File: src/logic/dtc_pkg.sv
package dtc_pkg;
   // Register indices; byte address is four times the index
   localparam logic [7:0] IDX_RUN = 8'h88;
   localparam logic [7:0] IDX_MODE = 8'h89;
   localparam logic [7:0] IDX_TL0 = 8'h8a;
   localparam logic [7:0] IDX_TH0 = 8'h8c;
   localparam logic [7:0] IDX_TOG = 8'h8e;
   localparam logic [7:0] IDX_AUX = 8'h8f;
   localparam logic [11:0] A_RUN = {2'h0, IDX_RUN, 2'h0};
   localparam logic [11:0] A_MODE = {2'h0, IDX_MODE, 2'h0};
   localparam logic [11:0] A_TL0 = {2'h0, IDX_TL0, 2'h0};
   localparam logic [11:0] A_TH0 = {2'h0, IDX_TH0, 2'h0};
   localparam logic [11:0] A_TOG = {2'h0, IDX_TOG, 2'h0};
   localparam logic [11:0] A_AUX = {2'h0, IDX_AUX, 2'h0};
   localparam logic [11:0] A_UNIT_STEP = 12'h004;
   // Field positions; unit 1 sits at the unit stride above unit 0
   localparam int MODE_STRIDE = 4;
   localparam int MODE_B0 = 0;
   localparam int MODE_B1 = 1;
   localparam int CSEL_B = 2;
   localparam int GATE_B = 3;
   localparam int AUX_M2_B = 0;
   localparam int RUN_B = 4;
   localparam int OVF_B = 5;
   localparam int RUN_STRIDE = 2;
   localparam int TOG_B = 0;
   // Reset values
   localparam logic [7:0] MODE_RST = 8'h00;
   localparam logic [1:0] AUX_RST = 2'h0;
   localparam logic [7:0] CNT_RST = 8'h00;
   // Mode codes
   localparam logic [2:0] M_PRESCALE = 3'h0;
   localparam logic [2:0] M_WIDE = 3'h1;
   localparam logic [2:0] M_RELOAD = 3'h2;
   localparam logic [2:0] M_SPLIT = 3'h3;
   localparam logic [2:0] M_PWM = 3'h6;
   localparam logic [4:0] PRESCALE_TOP = 5'h1f;
   localparam logic [7:0] BYTE_TOP = 8'hff;
   // Timing
   localparam int CLK_NS = 50;
   localparam int MACHINE_CYCLE_NS = 100;
   localparam int MC_CLOCKS = MACHINE_CYCLE_NS / CLK_NS;
   localparam int EDGE_MIN_CLOCKS = 2 * MC_CLOCKS;
   // Bus answers
   localparam logic [1:0] RESP_OKAY = 2'h0;
   localparam logic [1:0] RESP_SLVERR = 2'h2;
endpackage : dtc_pkg

File: src/logic/dtc_top.sv
// What this block does
// - Timer function counts every peripheral tick while enabled
// - Pin sampled per machine cycle, high-then-low counts
// - Count updates in following machine cycle
// - Edge recognition takes two machine cycles
// - Source select bit picks clock or pin
// - Three-bit mode from both mode registers
// - Gate bit requires gate pin high
// - Mode 000 uses 5-bit prescaler
// - Mode 001 is one 16-bit counter
// - Mode 010 reloads low from high
// - Mode 011 splits unit 0 in two
// - Unit 1 in mode 011 stops
// - Overflow inverts count pin when enabled
// - Mode 000 counter is 13 bits
// - Mode 110 is 256-tick PWM
// - Overflow sets flag, software clears it, except in mode 110, where the PWM compare sets and clears it
// - Toggle enable per unit, starts high, clock source
//
// The AXI4-Lite interface to the registers was left to the implementer.
`timescale 1ns/1ps
module dtc_top (
   input wire logic clk_in,
   input wire logic rst_n_in,
   input wire logic [11:0] s_axi_awaddr_in,
   input wire logic s_axi_awvalid_in,
   output logic s_axi_awready_out,
   input wire logic [31:0] s_axi_wdata_in,
   input wire logic [3:0] s_axi_wstrb_in,
   input wire logic s_axi_wvalid_in,
   output logic s_axi_wready_out,
   output logic [1:0] s_axi_bresp_out,
   output logic s_axi_bvalid_out,
   input wire logic s_axi_bready_in,
   input wire logic [11:0] s_axi_araddr_in,
   input wire logic s_axi_arvalid_in,
   output logic s_axi_arready_out,
   output logic [31:0] s_axi_rdata_out,
   output logic [1:0] s_axi_rresp_out,
   output logic s_axi_rvalid_out,
   input wire logic s_axi_rready_in,
   input wire logic [1:0] count_pin_in,
   output logic [1:0] count_pin_out,
   output logic [1:0] count_pin_oe_out,
   input wire logic [1:0] gate_input_pin_in,
   output logic [1:0] overflow_flag_out
);
   logic [7:0] timer_mode_control;
   logic [1:0] aux_m2;
   logic [1:0] run_control;
   logic [1:0] overflow_flag;
   logic [1:0] toggle_enable;
   logic [1:0] toggle_level;
   logic tick;
   logic aw_held;
   logic w_held;
   logic [11:0] aw_addr_q;
   logic [7:0] w_data_q;
   logic w_strb_q;
   logic [1:0] gate_level;
   logic [1:0] pin_fall;
   logic [1:0] ovf_evt;
   logic [1:0] hi_ovf;
   logic [1:0] pwm_upd;
   logic [1:0] pwm_val;
   logic [1:0] unit_inc;
   logic [1:0] unit_en;
   logic [1:0] flag_set;
   logic [1:0] next_ovf;
   logic [1:0] next_tog;
   logic [7:0] tl_v [2];
   logic [7:0] th_v [2];
   logic [2:0] mode_v [2];
   logic [7:0] rd_val;

   // Write path: address and data may arrive in either order
   wire wr_fire = aw_held & w_held & ~s_axi_bvalid_out;
   wire wr_en = wr_fire & w_strb_q;
   wire wr_run = wr_en & (aw_addr_q == dtc_pkg::A_RUN);
   wire wr_mode = wr_en & (aw_addr_q == dtc_pkg::A_MODE);
   wire wr_tog = wr_en & (aw_addr_q == dtc_pkg::A_TOG);
   wire wr_aux = wr_en & (aw_addr_q == dtc_pkg::A_AUX);
   wire wr_cnt = (aw_addr_q >= dtc_pkg::A_TL0) && (aw_addr_q < dtc_pkg::A_TOG)
      && (aw_addr_q[1:0] == 2'h0);
   wire wr_map = (aw_addr_q == dtc_pkg::A_RUN) | (aw_addr_q == dtc_pkg::A_MODE)
      | (aw_addr_q == dtc_pkg::A_TOG) | (aw_addr_q == dtc_pkg::A_AUX) | wr_cnt;
   wire ar_take = s_axi_arvalid_in & s_axi_arready_out;
   wire [11:0] ra = s_axi_araddr_in;
   wire rd_cnt = (ra >= dtc_pkg::A_TL0) && (ra < dtc_pkg::A_TOG) && (ra[1:0] == 2'h0);
   wire rd_map = (ra == dtc_pkg::A_RUN) | (ra == dtc_pkg::A_MODE)
      | (ra == dtc_pkg::A_TOG) | (ra == dtc_pkg::A_AUX) | rd_cnt;

   assign s_axi_awready_out = ~aw_held & ~s_axi_bvalid_out;
   assign s_axi_wready_out = ~w_held & ~s_axi_bvalid_out;
   assign s_axi_arready_out = ~s_axi_rvalid_out;
   assign overflow_flag_out = overflow_flag;

   assign rd_val = (ra == dtc_pkg::A_RUN) ? {overflow_flag[1], run_control[1],
                     overflow_flag[0], run_control[0], 4'h0} :
                   (ra == dtc_pkg::A_MODE) ? timer_mode_control :
                   (ra == dtc_pkg::A_TOG) ? {6'h00, toggle_enable} :
                   (ra == dtc_pkg::A_AUX) ? {3'h0, aux_m2[1], 3'h0, aux_m2[0]} :
                   (ra == dtc_pkg::A_TL0) ? tl_v[0] :
                   (ra == dtc_pkg::A_TL0 + dtc_pkg::A_UNIT_STEP) ? tl_v[1] :
                   (ra == dtc_pkg::A_TH0) ? th_v[0] :
                   (ra == dtc_pkg::A_TH0 + dtc_pkg::A_UNIT_STEP) ? th_v[1] : 8'h00;

   always_ff @(posedge clk_in or negedge rst_n_in) begin
      if (!rst_n_in) begin
         aw_held <= 1'b0;
         w_held <= 1'b0;
         aw_addr_q <= 12'h000;
         w_data_q <= 8'h00;
         w_strb_q <= 1'b0;
         s_axi_bvalid_out <= 1'b0;
         s_axi_bresp_out <= dtc_pkg::RESP_OKAY;
      end else begin
         if (s_axi_awvalid_in & s_axi_awready_out) begin
            aw_held <= 1'b1;
            aw_addr_q <= s_axi_awaddr_in;
         end
         if (s_axi_wvalid_in & s_axi_wready_out) begin
            w_held <= 1'b1;
            w_data_q <= s_axi_wdata_in[7:0];
            w_strb_q <= s_axi_wstrb_in[0];
         end
         if (wr_fire) begin
            aw_held <= 1'b0;
            w_held <= 1'b0;
            s_axi_bvalid_out <= 1'b1;
            s_axi_bresp_out <= wr_map ? dtc_pkg::RESP_OKAY : dtc_pkg::RESP_SLVERR;
         end else if (s_axi_bready_in) begin
            s_axi_bvalid_out <= 1'b0;
         end
      end
   end

   always_ff @(posedge clk_in or negedge rst_n_in) begin
      if (!rst_n_in) begin
         s_axi_rvalid_out <= 1'b0;
         s_axi_rdata_out <= 32'h0000_0000;
         s_axi_rresp_out <= dtc_pkg::RESP_OKAY;
      end else if (ar_take) begin
         s_axi_rvalid_out <= 1'b1;
         s_axi_rdata_out <= {24'h00_0000, rd_val};
         s_axi_rresp_out <= rd_map ? dtc_pkg::RESP_OKAY : dtc_pkg::RESP_SLVERR;
      end else if (s_axi_rready_in) begin
         s_axi_rvalid_out <= 1'b0;
      end
   end

   // Machine cycle strobe, shared by timer ticks and pin sampling
   always_ff @(posedge clk_in or negedge rst_n_in) begin
      if (!rst_n_in) begin
         tick <= 1'b0;
      end else begin
         tick <= ~tick;
      end
   end

   // Control registers and flags
   always_comb begin
      for (int n = 0; n < 2; n++) begin
         next_ovf[n] = wr_run ? w_data_q[dtc_pkg::OVF_B + dtc_pkg::RUN_STRIDE * n]
                              : overflow_flag[n];
         if (pwm_upd[n]) begin
            next_ovf[n] = pwm_val[n];
         end
         next_ovf[n] = next_ovf[n] | flag_set[n];
         next_tog[n] = toggle_enable[n] ? (toggle_level[n] ^ flag_set[n]) : 1'b1;
      end
   end

   always_ff @(posedge clk_in or negedge rst_n_in) begin
      if (!rst_n_in) begin
         timer_mode_control <= dtc_pkg::MODE_RST;
         aux_m2 <= dtc_pkg::AUX_RST;
         run_control <= 2'h0;
         toggle_enable <= 2'h0;
         overflow_flag <= 2'h0;
         toggle_level <= 2'h3;
      end else begin
         if (wr_mode) begin
            timer_mode_control <= w_data_q;
         end
         if (wr_aux) begin
            aux_m2 <= {w_data_q[dtc_pkg::AUX_M2_B + dtc_pkg::MODE_STRIDE],
                       w_data_q[dtc_pkg::AUX_M2_B]};
         end
         if (wr_run) begin
            run_control <= {w_data_q[dtc_pkg::RUN_B + dtc_pkg::RUN_STRIDE],
                            w_data_q[dtc_pkg::RUN_B]};
         end
         if (wr_tog) begin
            toggle_enable <= {w_data_q[dtc_pkg::TOG_B + 1], w_data_q[dtc_pkg::TOG_B]};
         end
         overflow_flag <= next_ovf;
         toggle_level <= next_tog;
      end
   end

   // Split mode: the upper half of unit 0 reports through flag 1
   assign flag_set = {ovf_evt[1] | hi_ovf[0], ovf_evt[0]};

   for (genvar n = 0; n < 2; n++) begin : g_unit
      localparam int MB = dtc_pkg::MODE_STRIDE * n;
      logic [7:0] tl;
      logic [7:0] th;
      logic [7:0] next_tl;
      logic [7:0] next_th;
      logic [15:0] wide;
      logic l_ovf;
      logic l_hi;
      logic l_upd;
      logic l_val;
      wire [2:0] mode = {aux_m2[n], timer_mode_control[MB + dtc_pkg::MODE_B1],
                         timer_mode_control[MB + dtc_pkg::MODE_B0]};
      wire csel = timer_mode_control[MB + dtc_pkg::CSEL_B];
      wire gate = timer_mode_control[MB + dtc_pkg::GATE_B];
      wire stop = (n == 1) && (mode == dtc_pkg::M_SPLIT);
      wire hi_inc = (n == 0) && (mode == dtc_pkg::M_SPLIT) && tick && run_control[1];
      wire wr_tl = wr_en && (aw_addr_q == dtc_pkg::A_TL0 + 12'(4 * n));
      wire wr_th = wr_en && (aw_addr_q == dtc_pkg::A_TH0 + 12'(4 * n));

      dtc_pin_sync u_cnt (
         .clk_in(clk_in),
         .rst_n_in(rst_n_in),
         .pin_in(count_pin_in[n]),
         .sample_in(tick),
         .level_out(),
         .fall_out(pin_fall[n])
      );
      dtc_pin_sync u_gate (
         .clk_in(clk_in),
         .rst_n_in(rst_n_in),
         .pin_in(gate_input_pin_in[n]),
         .sample_in(tick),
         .level_out(gate_level[n]),
         .fall_out()
      );

      assign unit_en[n] = run_control[n] & (~gate | gate_level[n]) & ~stop;
      assign unit_inc[n] = unit_en[n] & (csel ? pin_fall[n] : tick);
      assign wide = {th, tl} + 16'h0001;

      always_comb begin
         next_tl = tl;
         next_th = th;
         l_ovf = 1'b0;
         l_hi = 1'b0;
         l_upd = 1'b0;
         l_val = 1'b0;
         if (unit_inc[n]) begin
            case (mode)
               dtc_pkg::M_PRESCALE: begin
                  next_tl[4:0] = tl[4:0] + 5'h01;
                  if (tl[4:0] == dtc_pkg::PRESCALE_TOP) begin
                     next_th = th + 8'h01;
                     l_ovf = (th == dtc_pkg::BYTE_TOP);
                  end
               end
               dtc_pkg::M_WIDE: begin
                  {next_th, next_tl} = wide;
                  l_ovf = ({th, tl} == 16'hffff);
               end
               dtc_pkg::M_RELOAD: begin
                  next_tl = (tl == dtc_pkg::BYTE_TOP) ? th : tl + 8'h01;
                  l_ovf = (tl == dtc_pkg::BYTE_TOP);
               end
               dtc_pkg::M_SPLIT: begin
                  next_tl = tl + 8'h01;
                  l_ovf = (tl == dtc_pkg::BYTE_TOP);
               end
               dtc_pkg::M_PWM: begin
                  next_tl = tl + 8'h01;
                  l_upd = 1'b1;
                  l_val = (next_tl >= th) && (th != dtc_pkg::BYTE_TOP);
               end
               default: begin
               end
            endcase
         end
         if (hi_inc) begin
            next_th = th + 8'h01;
            l_hi = (th == dtc_pkg::BYTE_TOP);
         end
         if (wr_tl) begin
            next_tl = w_data_q;
         end
         if (wr_th) begin
            next_th = w_data_q;
         end
      end

      always_ff @(posedge clk_in or negedge rst_n_in) begin
         if (!rst_n_in) begin
            tl <= dtc_pkg::CNT_RST;
            th <= dtc_pkg::CNT_RST;
         end else begin
            tl <= next_tl;
            th <= next_th;
         end
      end

      assign tl_v[n] = tl;
      assign th_v[n] = th;
      assign mode_v[n] = mode;
      assign ovf_evt[n] = l_ovf;
      assign hi_ovf[n] = l_hi;
      assign pwm_upd[n] = l_upd;
      assign pwm_val[n] = l_val;
      // Pin drives only with the clock as source
      assign count_pin_out[n] = (mode == dtc_pkg::M_PWM) ? overflow_flag[n] : toggle_level[n];
      assign count_pin_oe_out[n] = ~csel & (toggle_enable[n] | (mode == dtc_pkg::M_PWM));
   end

   wire csel0_w = timer_mode_control[dtc_pkg::CSEL_B];
endmodule : dtc_top

File: src/logic/dtc_pin_sync.sv
`timescale 1ns/1ps
module dtc_pin_sync (
   input wire logic clk_in,
   input wire logic rst_n_in,
   input wire logic pin_in,
   input wire logic sample_in,
   output logic level_out,
   output logic fall_out
);
   logic s1;
   logic s2;
   logic s3;
   logic last;

   always_ff @(posedge clk_in or negedge rst_n_in) begin
      if (!rst_n_in) begin
         s1 <= 1'b1;
         s2 <= 1'b1;
         s3 <= 1'b1;
         level_out <= 1'b1;
         last <= 1'b1;
         fall_out <= 1'b0;
      end else begin
         s1 <= pin_in;
         s2 <= s1;
         s3 <= s2;
         if (s2 == s3) begin
            level_out <= s3;
         end
         if (sample_in) begin
            last <= level_out;
         end
         fall_out <= sample_in & last & ~level_out;
      end
   end
endmodule : dtc_pin_sync

File: config.mk
export PLATFORM = sky130hd
export DESIGN_NAME = dtc_top
export DESIGN_NICKNAME = d
export VERILOG_FILES = /design/src/logic/dtc_pkg.sv /design/src/logic/dtc_top.sv /design/src/logic/dtc_pin_sync.sv
export SDC_FILE = /design/constraint.sdc
export NUM_CORES = 1
export LEC_CHECK = 0
export BUFFER_PORTS_ARGS = -buffer_cell sky130_fd_sc_hd__buf_4
export CELL_PAD_IN_SITES_DETAIL_PLACEMENT = 0
export CELL_PAD_IN_SITES_GLOBAL_PLACEMENT = 1
export CORE_ASPECT_RATIO = 1.2
export CORE_MARGIN = 2
export CORE_UTILIZATION = 48
export CTS_BUF_LIST = sky130_fd_sc_hd__clkbuf_4
export CTS_CLUSTER_DIAMETER = 150
export DETAILED_ROUTE_END_ITERATION = 8
export GPL_ROUTABILITY_DRIVEN = 0
export PLACE_DENSITY_LB_ADDON = 0.1
export SLEW_MARGIN = 10
export SYNTH_ARGS = -nofsm -noshare
export SYNTH_HDL_FRONTEND = slang
export SYNTH_SLANG_ARGS = --single-unit
File: constraint.sdc
create_clock -name clk_in -period 5.45 [get_ports clk_in]
set_clock_uncertainty 0.2 [all_clocks]
set_input_delay 0.545 -clock clk_in [delete_from_list [all_inputs] [get_ports clk_in]]
set_output_delay 0.545 -clock clk_in [all_outputs]
set_load 0.03 [all_outputs]
==> run metrics <==
status=finished clean; hold_ws=approximately 0.032 ns; commonest non-fill, non-tap cell in the layout=dfrtp_1; post-route minimum period=between 2 and 3 ns; Slew Viols, Final=0; crit-path max FO=7; fmax=roughly 0.36 GHz; layout cells sized above 1=22.39%; required time at the worst-slack endpoint=5.60 ns; Die X=roughly 110 microns; Post-Synthesis Cell Area=0.006407 sq mm; most frequent cells in the layout=86 x dfrtp_1, 65 x buf_4, 52 x nand2_1; Ports=118; Via Count=5159; CTS Buffer Depth=2; top-area cell type share of the netlist area=33.59%; clock buffer count from CTS=9; worst skew pair latency=0.48 ns; Buffers on Ports=64; synth unique cells=74; Cell Rows=46; period utilization=51.61%; Tot GR Track Use=24.30%; RSZ-0062 raised after global routing=false; Vias/cell=roughly 5.8; CP Capture Type=flip-flop; DRT antenna net count=0; maximum number of pins on one net before global-route repair=59; FF-to-FF setup slack=2.64 ns; grt ovf=0; register area share after synthesis=41.79%; DIE HEIGHT=130.6 microns; TritonCTS clock tree=done; Slew @ Worst Pin=~0.92 ns; hold depth=2; setup_tns=0 ns; dominant cell type by area after synthesis=dfrtp_1; clock-pin slew on the worst setup and hold paths=0.18 ns; WL/cell=18.96 microns; Power Dens Cells=277.1 mW/mm^2; worst reg2reg path depth=8; clk sinks=106; Worst R2R Start=g_unit[1].tl[0]; Nets=approximately 810; antenna violations before repair=0; Critical Path AT=2.96 ns; hold endpoint=s_axi_rvalid_out; cell count after synthesis=664; relative slew slack=38.44%; r2r endpoint=overflow_flag_out[1]; largest cells by area after synthesis=dfrtp_1 34%, dfstp_2 8.2%, mux2_2 7.7%; vias in the first global route=4936; total power=1964 uW; n_diodes=0; Max H-tree Level=3; Post-CTS Setup Repair Bufs=0; Async SR Flop Fraction=100.0%; Residual DRC=0; max_cap viols=0; Final Hold Vio Count=0; drt pass-1 iters=5; Leak=0.003095 uW; setup violators final=0; Syn Area/Cell=9.650 sq um; dpl hpwl=12540 microns; fin cells=between 800 and 900; final wirelength=16820 microns; VDD IR max=0.2613 mV; area delta synth->final=10.62%; Yosys warning count=0; Root Buffer=clkbuf_4; Initial Utilization=48.83%; 1st-iter DRT viols=311; EDFF count, synth=0; hold wc startpoint=s_axi_rready_in; Top FF cell, synth=dfrtp_1; first-pass GRT wire length=around 26000 microns; die area=0.01429 sq mm; Inst Count DP=866; Startpoint Class=flip-flop; critical path class=reg -> reg; synthesized flop and latch total=106; min-delay worst type=in -> reg; core area=between 0.01 and 0.015 sq mm
## stage by stage
| step | cell area, sq um | setup slack [ns] | util, % |
|---|---|---|---|
| 5_1_grt | 7088 | 2.485 | 54.01 |
| 3_5_place_dp | 6868 | 2.589 | 52.34 |
| 6_report | 7088 | 2.637 | 54.01 |
| 2_1_floorplan | 6501 | 3.045 | - |
| 4_1_cts | 7088 | 2.681 | 54.01 |
| 3_3_place_gp | 6868 | 2.630 | 52.34 |
## area by class of cell
class | instances | area [sq um]
Clock buffer | 9 | 67.56
Clock inverter | 7 | 102.6
Fill cell | 1276 | 6035
Inverter | 25 | 93.84
Multi-Input combinational cell | 502 | 3398
Sequential cell | 106 | 2678
Tap cell | 168 | 210.2
Timing Repair Buffer | 70 | 538.0
## power breakdown
part | total, uW | leakage, uW | internal, uW | switching (uW)
Clock | 470 | 0.0000905 | 159 | 311
Combinational | 394 | 0.00167 | 192 | 202
Sequential | 1100 | 0.00134 | 904 | 196
Total | 1960 | 0.00309 | 1250 | 709
## cells in the mapped netlist, types with 5 or more instances
| master | number |
|---|---|
| nor3b_1 | 5 |
| nand2_1 | 52 |
| inv_1 | 25 |
| nand2b_1 | 9 |
| nor3_1 | 12 |
| a21oi_1 | 40 |
| clkbuf_1 | 22 |
| nor4_1 | 6 |
| o21a_1 | 8 |
| and3_1 | 7 |
| nor2_1 | 46 |
| buf_4 | 27 |
| xnor2_1 | 20 |
| o211ai_1 | 10 |
| nand4_1 | 14 |
| xor2_1 | 6 |
| nor2b_1 | 12 |
| dfrtp_1 | 86 |
| o21ai_0 | 41 |
| mux2_2 | 44 |
| ha_1 | 22 |
| mux2i_1 | 15 |
| nand3_1 | 26 |
| o22ai_1 | 8 |
| dfstp_2 | 20 |
## kinds of logic (layout without fill, tap and decap cells)
kind of cell	Yosys count	in the layout	synth area share (%)
and+or+nand+nor	223	223	19.22
buffers and inverters	81	111	6.639
DFF	106	106	41.79
adders and majority gates	26	26	4.921
muxes	59	59	10.08
AOI/OAI and AO/OA	142	142	13.75
xor gates and xnor gates	26	26	3.554
other	1	26	0.05853
## worst max-delay path by stage
| stage | endpoint | start | depth (start not counted) | slack (ns) |
|---|---|---|---|---|
| 6_report | overflow_flag_out[1] | g_unit[1].tl[0] | 8 | 2.64 |
| 5_1_grt | g_unit[1].th[5] | g_unit[1].tl[0] | 8 | 2.48 |
| 4_1_cts | g_unit[1].th[5] | g_unit[1].tl[0] | 8 | 2.68 |
| 3_5_place_dp | s_axi_rdata_out[7] | s_axi_araddr_in[10] | 7 | 2.59 |
| 3_3_place_gp | s_axi_rdata_out[7] | s_axi_araddr_in[10] | 7 | 2.63 |
| 2_1_floorplan | s_axi_rdata_out[0] | s_axi_araddr_in[10] | 6 | 3.05 |
## critical path, stage by stage, from the launching register on
cell and delay [ns]:
dfrtp_1 0.56, ha_1 0.31, and3_1 0.28, ha_1 0.28, ha_1 0.30, a21oi_1 0.15
a21boi_0 0.12, o41ai_1 0.39, nand2_1 0.10
## layer usage
metal	vias up	track usage, %	share of wire, %
met5	-	0	0
met4	0	9.456	3.3
met3	39	4.167	5.3
met2	185	39.62	47
met1	2499	32.32	44
li1	2436	-	-
## registers in the layout, indices dropped and copies added (netlist names), 2 cells and up
signal,count
s_axi_rdata_out,8
aw_addr_q,12
g_unit.u_gate.s1,2
g_unit.u_cnt.level_out,2
g_unit.u_gate.level_out,2
toggle_enable,2
overflow_flag_out,2
g_unit.u_cnt.s1,2
w_data_q,8
g_unit.u_cnt.fall_out,2
toggle_level,2
timer_mode_control,8
run_control,2
g_unit.u_gate.s3,2
g_unit.u_cnt.last,2
g_unit.u_cnt.s3,2
g_unit.u_gate.s2,2
g_unit.u_cnt.s2,2
g_unit.tl,16
aux_m2,2
g_unit.th,16
## what timing repair did
item                                   CTS  global route
hold buffers                             5             0
endpoints found under the hold margin   46             0
gates resized for setup                  0             0
No activity file was read; power rests on OpenSTA's default activity.
